[config.mk]
export PLATFORM = sky130hd
export DESIGN_NAME = ddc_nco_mixer_front_end
export DESIGN_NICKNAME = d
export VERILOG_FILES = /design/src/rtl/ddc_front_pkg.sv /design/src/rtl/ddc_nco_mixer_front_end.sv
export SDC_FILE = /design/constraint.sdc
export NUM_CORES = 2
export LEC_CHECK = 0
export BUFFER_PORTS_ARGS = -buffer_cell sky130_fd_sc_hd__buf_2
export CAP_MARGIN = 15
export CORE_AREA = 5 5 417 419
export DETAILED_ROUTE_END_ITERATION = 8
export DIE_AREA = 0 0 422 424
export PLACE_DENSITY_LB_ADDON = 0.2
export REMOVE_ABC_BUFFERS = 1
export SLEW_MARGIN = 20
export SYNTH_ARGS = -nofsm -noshare
export SYNTH_HDL_FRONTEND = slang
export SYNTH_SLANG_ARGS = --single-unit
[constraint.sdc]
create_clock -name mclk -period 13.6 [get_ports mclk]
set_clock_uncertainty 0.15 [all_clocks]
set_input_delay 0.68 -clock mclk [delete_from_list [all_inputs] [get_ports mclk]]
set_output_delay 0.68 -clock mclk [all_outputs]
set_load 0.02 [all_outputs]
[src/rtl/ddc_front_pkg.sv]
// Purpose: Shared constants and types of the down-converter front end
// Assumes: APB slave with 32-bit data, one word per register
// Notes:   Oscillator index k covers both converters: k = converter * 4 + oscillator
package ddc_front_pkg;
	// Widths and counts
	localparam int OSC_PER_DDC  = 4;
	localparam int NUM_DDC      = 2;
	localparam int NUM_OSC      = OSC_PER_DDC * NUM_DDC;
	localparam int SAMPLE_W     = 12;
	localparam int PHASE_W      = 32;
	localparam int OFFSET_W     = 16;
	localparam int TRIG_W       = 16;
	localparam int IQ_W         = 16;
	localparam int PROD_W       = SAMPLE_W + TRIG_W;
	localparam int ROUND_SHIFT  = 11;
	localparam int RDIV_W       = 16;
	localparam int RDIV_SCALE_W = 6;          // Divider counts in units of 64 clocks
	localparam int RCNT_W       = RDIV_W + RDIV_SCALE_W;
	localparam int LUT_ADDR_W   = 6;          // Two quadrant bits and four index bits

	// Register byte offsets
	localparam logic [7:0] ADDR_CTRL    = 8'h00;
	localparam logic [7:0] ADDR_RDIV    = 8'h04;
	localparam logic [7:0] ADDR_STATUS  = 8'h08;
	localparam logic [7:0] ADDR_FREQ_A  = 8'h10;
	localparam logic [7:0] ADDR_FREQ_B  = 8'h20;
	localparam logic [7:0] ADDR_PHASE_A = 8'h30;
	localparam logic [7:0] ADDR_PHASE_B = 8'h40;
	localparam logic [7:0] ADDR_LAST    = 8'h4C;

	// Control register fields
	localparam int CTRL_DDC_ENABLE  = 0;
	localparam int CTRL_SINGLE_MODE = 1;
	localparam int CTRL_SEL_SOURCE  = 2;
	localparam int CTRL_SYNC_ILA    = 3;
	localparam int CTRL_SYSREF_ARM  = 4;
	localparam int CTRL_BIND_A      = 5;
	localparam int CTRL_BIND_B      = 6;
	localparam int CTRL_SOFT_SEL_A  = 8;
	localparam int CTRL_SOFT_SEL_B  = 10;
	localparam logic [11:0] CTRL_RESET = 12'h040;  // DDC B bound to channel B

	// Status register fields
	localparam int STAT_ACTIVE_A = 0;
	localparam int STAT_ACTIVE_B = 2;
	localparam int STAT_ARMED    = 4;
	localparam int STAT_SYNCED   = 5;

	// Mixer output pair
	typedef struct packed {
		logic signed [IQ_W-1:0] i;
		logic signed [IQ_W-1:0] q;
	} iq_t;
endpackage

[src/rtl/ddc_nco_mixer_front_end.sv]
// Purpose: Bypass or mix raw samples with one of four oscillators per converter
// Assumes: Sample, sync and sysref inputs synchronous to mclk; hop pins asynchronous
// Notes:   APB slave answers with no wait states; filtering follows outside this block
//
// Overview of operation
// RQ1: Samples bypass or enter the down converter
// RQ2: Dual mode: each converter binds to A or B
// RQ3: Single mode: second converter path unavailable
// RQ4: Rounding goes to nearest, ties to even
// RQ5: Full precision kept, round only at output
// RQ6: Mixer multiplies sample by selected complex exponential
// RQ7: Four free-running accumulators per converter
// RQ8: Hop pins switch oscillator without alignment
// RQ9: Source bit picks pins or software select
// RQ10: Zero divider: frequency is word times clock/2^32
// RQ11: Frequency word wraps modulo accumulator width
// RQ12: New frequency word leaves phase undetermined
// RQ13: Nonzero divider lands accumulator on exact steps
// RQ14: Software keeps divider at or below 8192
// RQ15: Phase offset sits in upper half, added
// RQ16: Software triggers sync after frequency changes
// RQ17: Sync from link init or sysref, per settings
// RQ18: Link sync usable whatever the link encoding
// RQ19: Link sync deassertion resynchronises oscillators
// RQ20: Armed sysref rising edge resynchronises oscillators
// RQ21: Hop pins pass a two-flop synchroniser
// RQ22: Sync resets all accumulators together to offsets
`timescale 1ns/10ps
module ddc_nco_mixer_front_end
(
	// Clock and reset
	input  wire logic                                 mclk,
	input  wire logic                                 nrst,
	// APB slave
	input  wire logic                                 psel,
	input  wire logic                                 penable,
	input  wire logic                                 pwrite,
	input  wire logic [7:0]                           paddr,
	input  wire logic [31:0]                          pwdata,
	output logic      [31:0]                          prdata,
	output logic                                      pready,
	output logic                                      pslverr,
	// Converter samples
	input  wire logic [ddc_front_pkg::SAMPLE_W-1:0]   adc_sample_a,
	input  wire logic [ddc_front_pkg::SAMPLE_W-1:0]   adc_sample_b,
	// Hop pins and synchronisation inputs
	input  wire logic                                 hop_pin_a_bit0,
	input  wire logic                                 hop_pin_a_bit1,
	input  wire logic                                 hop_pin_b_bit0,
	input  wire logic                                 hop_pin_b_bit1,
	input  wire logic                                 link_sync_in,
	input  wire logic                                 sysref_in,
	// Outputs toward the serial block
	output logic      [ddc_front_pkg::SAMPLE_W-1:0]   bypass_sample_a,
	output logic      [ddc_front_pkg::SAMPLE_W-1:0]   bypass_sample_b,
	output ddc_front_pkg::iq_t                        mixed_a,
	output ddc_front_pkg::iq_t                        mixed_b,
	output logic                                      mixed_valid_b
);
	localparam int NO = ddc_front_pkg::NUM_OSC;
	localparam int ND = ddc_front_pkg::NUM_DDC;
	localparam int PW = ddc_front_pkg::PHASE_W;

	// Software state
	logic [11:0]                              ctrl;
	logic [ddc_front_pkg::RDIV_W-1:0]         rational_step_divider;
	logic [PW-1:0]                            freq_word   [NO];
	logic [ddc_front_pkg::OFFSET_W-1:0]       phase_off   [NO];
	logic                                     synced_once;

	logic wr_en;
	logic rd_en;
	logic addr_ok;
	logic osc_range;
	logic [2:0] osc_idx;
	assign wr_en     = psel && penable && pwrite;
	assign rd_en     = psel && penable && !pwrite;
	assign osc_range = (paddr >= ddc_front_pkg::ADDR_FREQ_A) &&
			(paddr <= ddc_front_pkg::ADDR_LAST) && (paddr[1:0] == 2'h0);
	assign osc_idx   = {~paddr[4], paddr[3:2]};  // Blocks 0x10 and 0x30 belong to converter A
	assign addr_ok   = osc_range || paddr == ddc_front_pkg::ADDR_CTRL ||
			paddr == ddc_front_pkg::ADDR_RDIV || paddr == ddc_front_pkg::ADDR_STATUS;

	// Zero wait states; unmapped words flag an error and read zero
	assign pready  = 1'b1;
	assign pslverr = psel && penable && !addr_ok;

	// Hop pin synchroniser; first stage feeds only the second
	logic [3:0] hop_meta;
	logic [3:0] hop_sync;
	always_ff @(posedge mclk or negedge nrst)
	begin
		if (!nrst)
		begin
			hop_meta <= 4'h0;
			hop_sync <= 4'h0;
		end
		else
		begin
			hop_meta <= {hop_pin_b_bit1, hop_pin_b_bit0, hop_pin_a_bit1, hop_pin_a_bit0}; // [RQ21]
			hop_sync <= hop_meta;                                                       // [RQ21]
		end
	end

	// Edge detection of the link sync and sysref levels
	logic sync_prev;
	logic sysref_prev;
	logic link_rise;
	logic sysref_rise;
	logic sync_evt;
	always_ff @(posedge mclk or negedge nrst)
	begin
		if (!nrst)
		begin
			sync_prev   <= 1'b1;
			sysref_prev <= 1'b0;
		end
		else
		begin
			sync_prev   <= link_sync_in;
			sysref_prev <= sysref_in;
		end
	end
	// Link sync counts regardless of encoding, so 64b/66b links can still align
	assign link_rise   = link_sync_in && !sync_prev;                                  // [RQ18]
	assign sysref_rise = sysref_in && !sysref_prev;
	assign sync_evt    = (link_rise && ctrl[ddc_front_pkg::CTRL_SYNC_ILA]) ||          // [RQ17] [RQ19]
			(sysref_rise && ctrl[ddc_front_pkg::CTRL_SYSREF_ARM]);                     // [RQ20]

	// Control register; the arm bit clears itself once consumed, a write wins
	always_ff @(posedge mclk or negedge nrst)
	begin
		if (!nrst)
			ctrl <= ddc_front_pkg::CTRL_RESET;
		else if (wr_en && paddr == ddc_front_pkg::ADDR_CTRL)
			ctrl <= pwdata[11:0];
		else if (sysref_rise && ctrl[ddc_front_pkg::CTRL_SYSREF_ARM])
			ctrl[ddc_front_pkg::CTRL_SYSREF_ARM] <= 1'b0;                              // [RQ20]
	end

	// Divider register
	always_ff @(posedge mclk or negedge nrst)
	begin
		if (!nrst)
			rational_step_divider <= 16'h0000;
		else if (wr_en && paddr == ddc_front_pkg::ADDR_RDIV)
			rational_step_divider <= pwdata[15:0];
	end

	// Sticky record that a resync has happened since reset
	always_ff @(posedge mclk or negedge nrst)
	begin
		if (!nrst)
			synced_once <= 1'b0;
		else if (sync_evt)
			synced_once <= 1'b1;
	end

	// Oscillator selection, pins or software
	logic [1:0] active_sel [ND];
	assign active_sel[0] = ctrl[ddc_front_pkg::CTRL_SEL_SOURCE] ? hop_sync[1:0] :       // [RQ9] [RQ8]
			ctrl[ddc_front_pkg::CTRL_SOFT_SEL_A +: 2];
	assign active_sel[1] = ctrl[ddc_front_pkg::CTRL_SEL_SOURCE] ? hop_sync[3:2] :       // [RQ9] [RQ8]
			ctrl[ddc_front_pkg::CTRL_SOFT_SEL_B +: 2];

	// Read mux
	always_comb
	begin
		prdata = 32'h0000_0000;
		if (rd_en)
		begin
			case (paddr)
				ddc_front_pkg::ADDR_CTRL:   prdata = {20'h0_0000, ctrl};
				ddc_front_pkg::ADDR_RDIV:   prdata = {16'h0000, rational_step_divider};
				ddc_front_pkg::ADDR_STATUS: prdata = {26'h000_0000, synced_once,
						ctrl[ddc_front_pkg::CTRL_SYSREF_ARM], active_sel[1], active_sel[0]};
				default:
				begin
					if (osc_range && paddr < ddc_front_pkg::ADDR_PHASE_A)
						prdata = freq_word[osc_idx];
					else if (osc_range)
						prdata = {16'h0000, phase_off[osc_idx]};
				end
			endcase
		end
	end

	// Rational divider: after divider*64 clocks every accumulator lands exactly on a whole turn
	logic [ddc_front_pkg::RCNT_W-1:0] rcnt;
	logic [ddc_front_pkg::RCNT_W-1:0] rcnt_last;
	logic                             rwrap;
	assign rcnt_last = {rational_step_divider, 6'h00} - 22'h00_0001;
	assign rwrap     = (rational_step_divider != 16'h0000) && (rcnt == rcnt_last);    // [RQ13]
	always_ff @(posedge mclk or negedge nrst)
	begin
		if (!nrst)
			rcnt <= 22'h00_0000;
		else if (sync_evt || rwrap || rational_step_divider == 16'h0000)
			rcnt <= 22'h00_0000;
		else
			rcnt <= rcnt + 22'h00_0001;
	end

	// Per-oscillator settings and accumulators
	logic [PW-1:0] acc   [NO];
	logic [PW-1:0] phase [NO];
	for (genvar k = 0; k < NO; k++)
	begin : g_osc
		localparam logic [7:0] FREQ_ADDR  = (k < 4) ? ddc_front_pkg::ADDR_FREQ_A :
				ddc_front_pkg::ADDR_FREQ_B;
		localparam logic [7:0] PHASE_ADDR = (k < 4) ? ddc_front_pkg::ADDR_PHASE_A :
				ddc_front_pkg::ADDR_PHASE_B;
		localparam logic [7:0] SLOT       = 8'((k % 4) * 4);
		// Settings; a running change leaves phase arbitrary until the next sync
		always_ff @(posedge mclk or negedge nrst)
		begin
			if (!nrst)
			begin
				freq_word[k] <= 32'h0000_0000;
				phase_off[k] <= 16'h0000;
			end
			else if (wr_en && paddr == FREQ_ADDR + SLOT)
				freq_word[k] <= pwdata;                                                   // [RQ12]
			else if (wr_en && paddr == PHASE_ADDR + SLOT)
				phase_off[k] <= pwdata[15:0];
		end
		// Always advancing, selected or not, so hops stay phase coherent
		always_ff @(posedge mclk or negedge nrst)
		begin
			if (!nrst)
				acc[k] <= 32'h0000_0000;
			else if (sync_evt || rwrap)
				acc[k] <= 32'h0000_0000;                                                  // [RQ22] [RQ13]
			else
				acc[k] <= acc[k] + freq_word[k];                                          // [RQ7] [RQ10] [RQ11]
		end
		assign phase[k] = acc[k] + {phase_off[k], 16'h0000};                             // [RQ15]
	end

	// Quarter-wave sine table over 17 points; coarse, so spurs are traded for area
	localparam logic [15:0] QUARTER [17] = '{
		16'h0000, 16'h0C8C, 16'h18F9, 16'h2528, 16'h30FB, 16'h3C56, 16'h471C, 16'h5133, 16'h5A82,
		16'h62F1, 16'h6A6D, 16'h70E2, 16'h7641, 16'h7A7C, 16'h7D89, 16'h7F61, 16'h7FFF
	};

	// Coarse sine from the top phase bits, mirrored by quadrant
	function automatic logic signed [15:0] sine(input logic [5:0] p);
		logic [15:0] mag;
		mag = p[4] ? QUARTER[5'h10 - {1'b0, p[3:0]}] : QUARTER[{1'b0, p[3:0]}];
		sine = p[5] ? -$signed(mag) : $signed(mag);
	endfunction

	// Convergent rounding of a full product, then saturation to the output width
	function automatic logic signed [15:0] round_even(input logic signed [27:0] v);
		logic signed [16:0] keep;
		logic        [10:0] frac;
		logic signed [16:0] up;
		keep = v[27:11];
		frac = v[10:0];
		up   = (frac > 11'h400 || (frac == 11'h400 && keep[0])) ? keep + 17'sh0_0001 : keep;
		if (up > 17'sh0_7FFF)
			round_even = 16'h7FFF;
		else if (up < -17'sh0_7FFF)
			round_even = 16'h8001;
		else
			round_even = up[15:0];
	endfunction

	// Per-converter binding, multiply and round
	logic [ddc_front_pkg::SAMPLE_W-1:0] ddc_in  [ND];
	logic signed [27:0]                 prod_i  [ND];
	logic signed [27:0]                 prod_q  [ND];
	ddc_front_pkg::iq_t                 mix_q   [ND];
	logic                               use_ddc [ND];
	assign ddc_in[0]  = ctrl[ddc_front_pkg::CTRL_BIND_A] ? adc_sample_b : adc_sample_a;  // [RQ2]
	assign ddc_in[1]  = ctrl[ddc_front_pkg::CTRL_BIND_B] ? adc_sample_b : adc_sample_a;  // [RQ2]
	assign use_ddc[0] = ctrl[ddc_front_pkg::CTRL_DDC_ENABLE];
	assign use_ddc[1] = ctrl[ddc_front_pkg::CTRL_DDC_ENABLE] &&
			!ctrl[ddc_front_pkg::CTRL_SINGLE_MODE];                                      // [RQ3]
	for (genvar d = 0; d < ND; d++)
	begin : g_ddc
		logic [PW-1:0] sel_phase;
		assign sel_phase = phase[d * 4 + int'(active_sel[d])];
		// Full-width products kept until the single output rounding
		always_ff @(posedge mclk or negedge nrst)
		begin
			if (!nrst)
			begin
				prod_i[d] <= 28'h000_0000;
				prod_q[d] <= 28'h000_0000;
			end
			else
			begin
				prod_i[d] <= $signed(ddc_in[d]) * sine(sel_phase[31:26] + 6'h10);       // [RQ6] [RQ5]
				prod_q[d] <= -($signed(ddc_in[d]) * sine(sel_phase[31:26]));             // [RQ6] [RQ5]
			end
		end
		// Output stage, zero when the path is bypassed or unavailable
		always_ff @(posedge mclk or negedge nrst)
		begin
			if (!nrst)
				mix_q[d] <= '0;
			else if (use_ddc[d])
			begin
				mix_q[d].i <= round_even(prod_i[d]);                                      // [RQ4]
				mix_q[d].q <= round_even(prod_q[d]);                                      // [RQ4]
			end
			else
				mix_q[d] <= '0;
		end
	end
	assign mixed_a       = mix_q[0];
	assign mixed_b       = mix_q[1];
	assign mixed_valid_b = use_ddc[1];

	// Raw path to the serial block while the converters are bypassed
	always_ff @(posedge mclk or negedge nrst)
	begin
		if (!nrst)
		begin
			bypass_sample_a <= 12'h000;
			bypass_sample_b <= 12'h000;
		end
		else if (!ctrl[ddc_front_pkg::CTRL_DDC_ENABLE])
		begin
			bypass_sample_a <= adc_sample_a;                                              // [RQ1]
			bypass_sample_b <= adc_sample_b;                                              // [RQ1]
		end
		else
		begin
			bypass_sample_a <= 12'h000;
			bypass_sample_b <= 12'h000;
		end
	end
endmodule

==> out/qor.yml <==
clock_root_cell: "clkbuf_16"
postSynth.topFlopCell: "dfrtp_1"
hold_viol_final: 0
cap_viol_max_count: 0
worst_ep_arrival_time_ns: 13.09
detailed_route_iter0_violations: 5269
timing.critical_path.from_type: "flop"
tightestPinTransition_ns: 1.19
track_usage_pct: 27.1
r2r_setup_slack_ns: 0.98
syn-mean-instance-area_um2: 9.83
cts_made_buffers: 108
maxClockFrequency_mhz: 79.2
dr_total_vias: 64300
die-height_um: 424
cts.reportedPaths.clkPinSlew_ns: 0.06
yosys.area_share.simple_pct: 13.4
finalCritPeriodShare_pct: 92.8
worst_setup_path_end_kind: "flop"
cts_htree_levels: 3
critical_path_class: "flop to flop"
drtAntennaViolNets: 0
routed_wl_mm: 242
grt_pass1_wl_mm: 382
hold_critical_path_depth: 2
synth_xor_area_share_pct: 5.61
core_region_area_mm2: 0.170
synth-adder-area-share_pct: 27.2
gpl.final_weighted_congestion: 0.955
unrepaired_setup_endpoints_after_global_routing: "no"
worst_ep_required_time_ns: 14.07
timing.final.setup_violations: 0
place.detailed.hpwl_mm: 186
via_per_inst: 5.85
fillCellCount: 15100
synthDistinctLibCells: 113
postSynthRegisterBits: 901
synth_largest_type_area_fraction_pct: 26.8
worst_path_largest_cell_delay_ns: 0.57
hold-path-endpoint: "bypass_sample_b[7]$_DFF_PN0_"
die_width_um: 422
synth_area_leader_cell: "dfrtp_1"
reg2regPathDepth: 40
final_layout_size_suffix_gt1_share_pct: 13.5
synthArstFlopShare_pct: 100
max-clock-path-buffers: 3
insertion_delay_ns: 0.78
max-slew-margin-rel_pct: 20.7
route.detailed.wl_per_inst_um: 22.0
fin_crit_ns: 12.62
timing.rr.start: "phase_off[81]$_DFFE_PN0P_"
dieArea_mm2: 0.179
post_synth_mux_area_share_pct: 10.2
clock_sink_count: 901
initial_antenna_violation_count: 14
synth-seq-area-share_pct: 26.8
floorplan.initialDensity_pct: 49.4
number_of_synthesized_flops_with_an_enable_pin: 0
hold_path.startpoint: "adc_sample_b[7]"
run_status: "finished, final reports clean"
synth_top_cells_by_area: "dfrtp_1 (27%), fa_1 (17%), ha_1 (10%)"
tritoncts: "done"
grt_max_degree: 143
gate_count_post_synth: 8557
crit_path_max_fanout: 14
io_buffer_count: 196
area_growth_syn_to_layout_pct: 8.98
timing.final.max_slew_violations: 0
tns_ns: 0
drt_pre_antenna_iters: 5
post-synth-top-count-cell: "dfrtp_1"
synth_common_cells: "dfrtp_1 (899), inv_1 (892), nor2_1 (869)"
synth.cell_area_mm2: 0.0841
timing.hold.worst.class: "input port to flop"
io-pin-count: 198
hold_slack_ns: 0.110
synth.yosys.warnings: 0
first_global_vias: 65900
synth_compound_area_share_pct: 11.2
drc: 0
total_number_of_nets_in_the_final_design: 10100
r2r-end: "prod_q[55]$_DFF_PN0_"
synth_top_family_by_area: "adder cells"
cp_slowest_cell: "fa_1"
floorplan.rows: 152
grt_remaining_overflow: 0
-- sequential cells by signal, summed over array words and instances (netlist names) --
signal	flops
acc	256
freq_word	256
phase_off	128
prod_i	56
prod_q	56
mixed_a	32
mixed_b	32
rcnt	22
rational_step_divider	16
bypass_sample_a	12
bypass_sample_b	12
ctrl	12
hop_meta	4
hop_sync	4
sync_prev	1
synced_once	1
sysref_prev	1
-- cell usage in the layout (no fill, tap or decap), types with 64 or more instances in the layout --
master	n
a21o_1	105
a21oi_1	350
a31oi_1	78
and2_1	141
and3_1	84
buf_2	192
buf_4	133
clkbuf_16	109
dfrtp_1	898
fa_1	709
ha_1	691
inv_1	892
mux2_2	442
mux2i_1	135
mux4_2	97
nand2_1	594
nand2b_1	70
nand3_1	180
nor2_1	869
nor2b_1	64
nor3_1	167
o21a_1	67
o21ai_0	247
o21bai_1	73
xnor2_1	343
xor2_1	188
-- worst max-delay path: cells and delay by family, from the launching register on --
kind	cells	cell delay, ns
AO/OA/AOI/OAI	17	4.31
multiplexers	1	0.35
buffers and inverters	4	0.48
flip-flops	1	0.39
AND/OR/NAND/NOR	5	1.26
XOR/XNOR	4	1.63
adder cells (fa/ha/maj)	9	3.87
-- through the flow --
step	instances	cell area, um^2	utilization, %	setup slack, ns
detailed placement	10800	87700	51.5	0.851
global route	11000	91600	53.8	0.0615
CTS	11000	91600	53.8	0.803
global placement	10800	87700	51.5	1.05
floorplan	8225	82700	-	1.65
finish	11000	91600	53.8	0.976
-- area by class of cell --
type | instances | area, um^2 | area share (%)
antenna | 2 | 5.00 | 0.00546
clock buffer | 151 | 3130 | 3.41
clock inverter | 51 | 702 | 0.766
inverter | 897 | 3370 | 3.67
multi-input combinational | 6427 | 57000 | 62.2
sequential | 901 | 22600 | 24.6
tap | 2233 | 2790 | 3.05
timing repair buffer | 338 | 2130 | 2.33
-- routing by layer --
layer | track usage (%) | wire, um | vias to the layer above | part of all wire [%]
met1 | 36.2 | 103000 | 32500 | 42
met5 | 0 | 13 | - | 0.0054
met2 | 44.8 | 115000 | 1887 | 48
li1 | - | - | 29500 | -
met4 | 10.6 | 10200 | 2 | 4.2
met3 | 3.70 | 13900 | 470 | 5.8
-- worst max-delay path by stage --
stage	startpoint	endpoint	depth (start not counted)
6_report	phase_off[81]$_DFFE_PN0P_	prod_q[55]$_DFF_PN0_	40
5_1_grt	phase_off[1]$_DFFE_PN0P_	prod_i[26]$_DFF_PN0_	45
4_1_cts	phase_off[81]$_DFFE_PN0P_	prod_q[55]$_DFF_PN0_	42
3_5_place_dp	phase_off[81]$_DFFE_PN0P_	prod_q[55]$_DFF_PN0_	42
3_3_place_gp	phase_off[81]$_DFFE_PN0P_	prod_i[55]$_DFF_PN0_	47
2_1_floorplan	phase_off[81]$_DFFE_PN0P_	prod_q[55]$_DFF_PN0_	41
-- cell families after synthesis --
group	Yosys count
muxes	683
DFF	901
buffers and inverters	1229
adders and majority gates	1400
and+or+nand+nor	2424
AOI/OAI and AO/OA	1384
other	1
xor gates and xnor gates	535
-- what timing repair did --
action                     in CTS  in global routing
hold buffers                    7                  0
hold endpoints to repair       95                  0
setup endpoints to repair       0                  4
gates resized for setup         0                  3
buffers inserted                0                  0
Power is left out: the tool's default activity adds up to more than one toggle a clock period on the data nets, which glitch-free logic cannot reach.
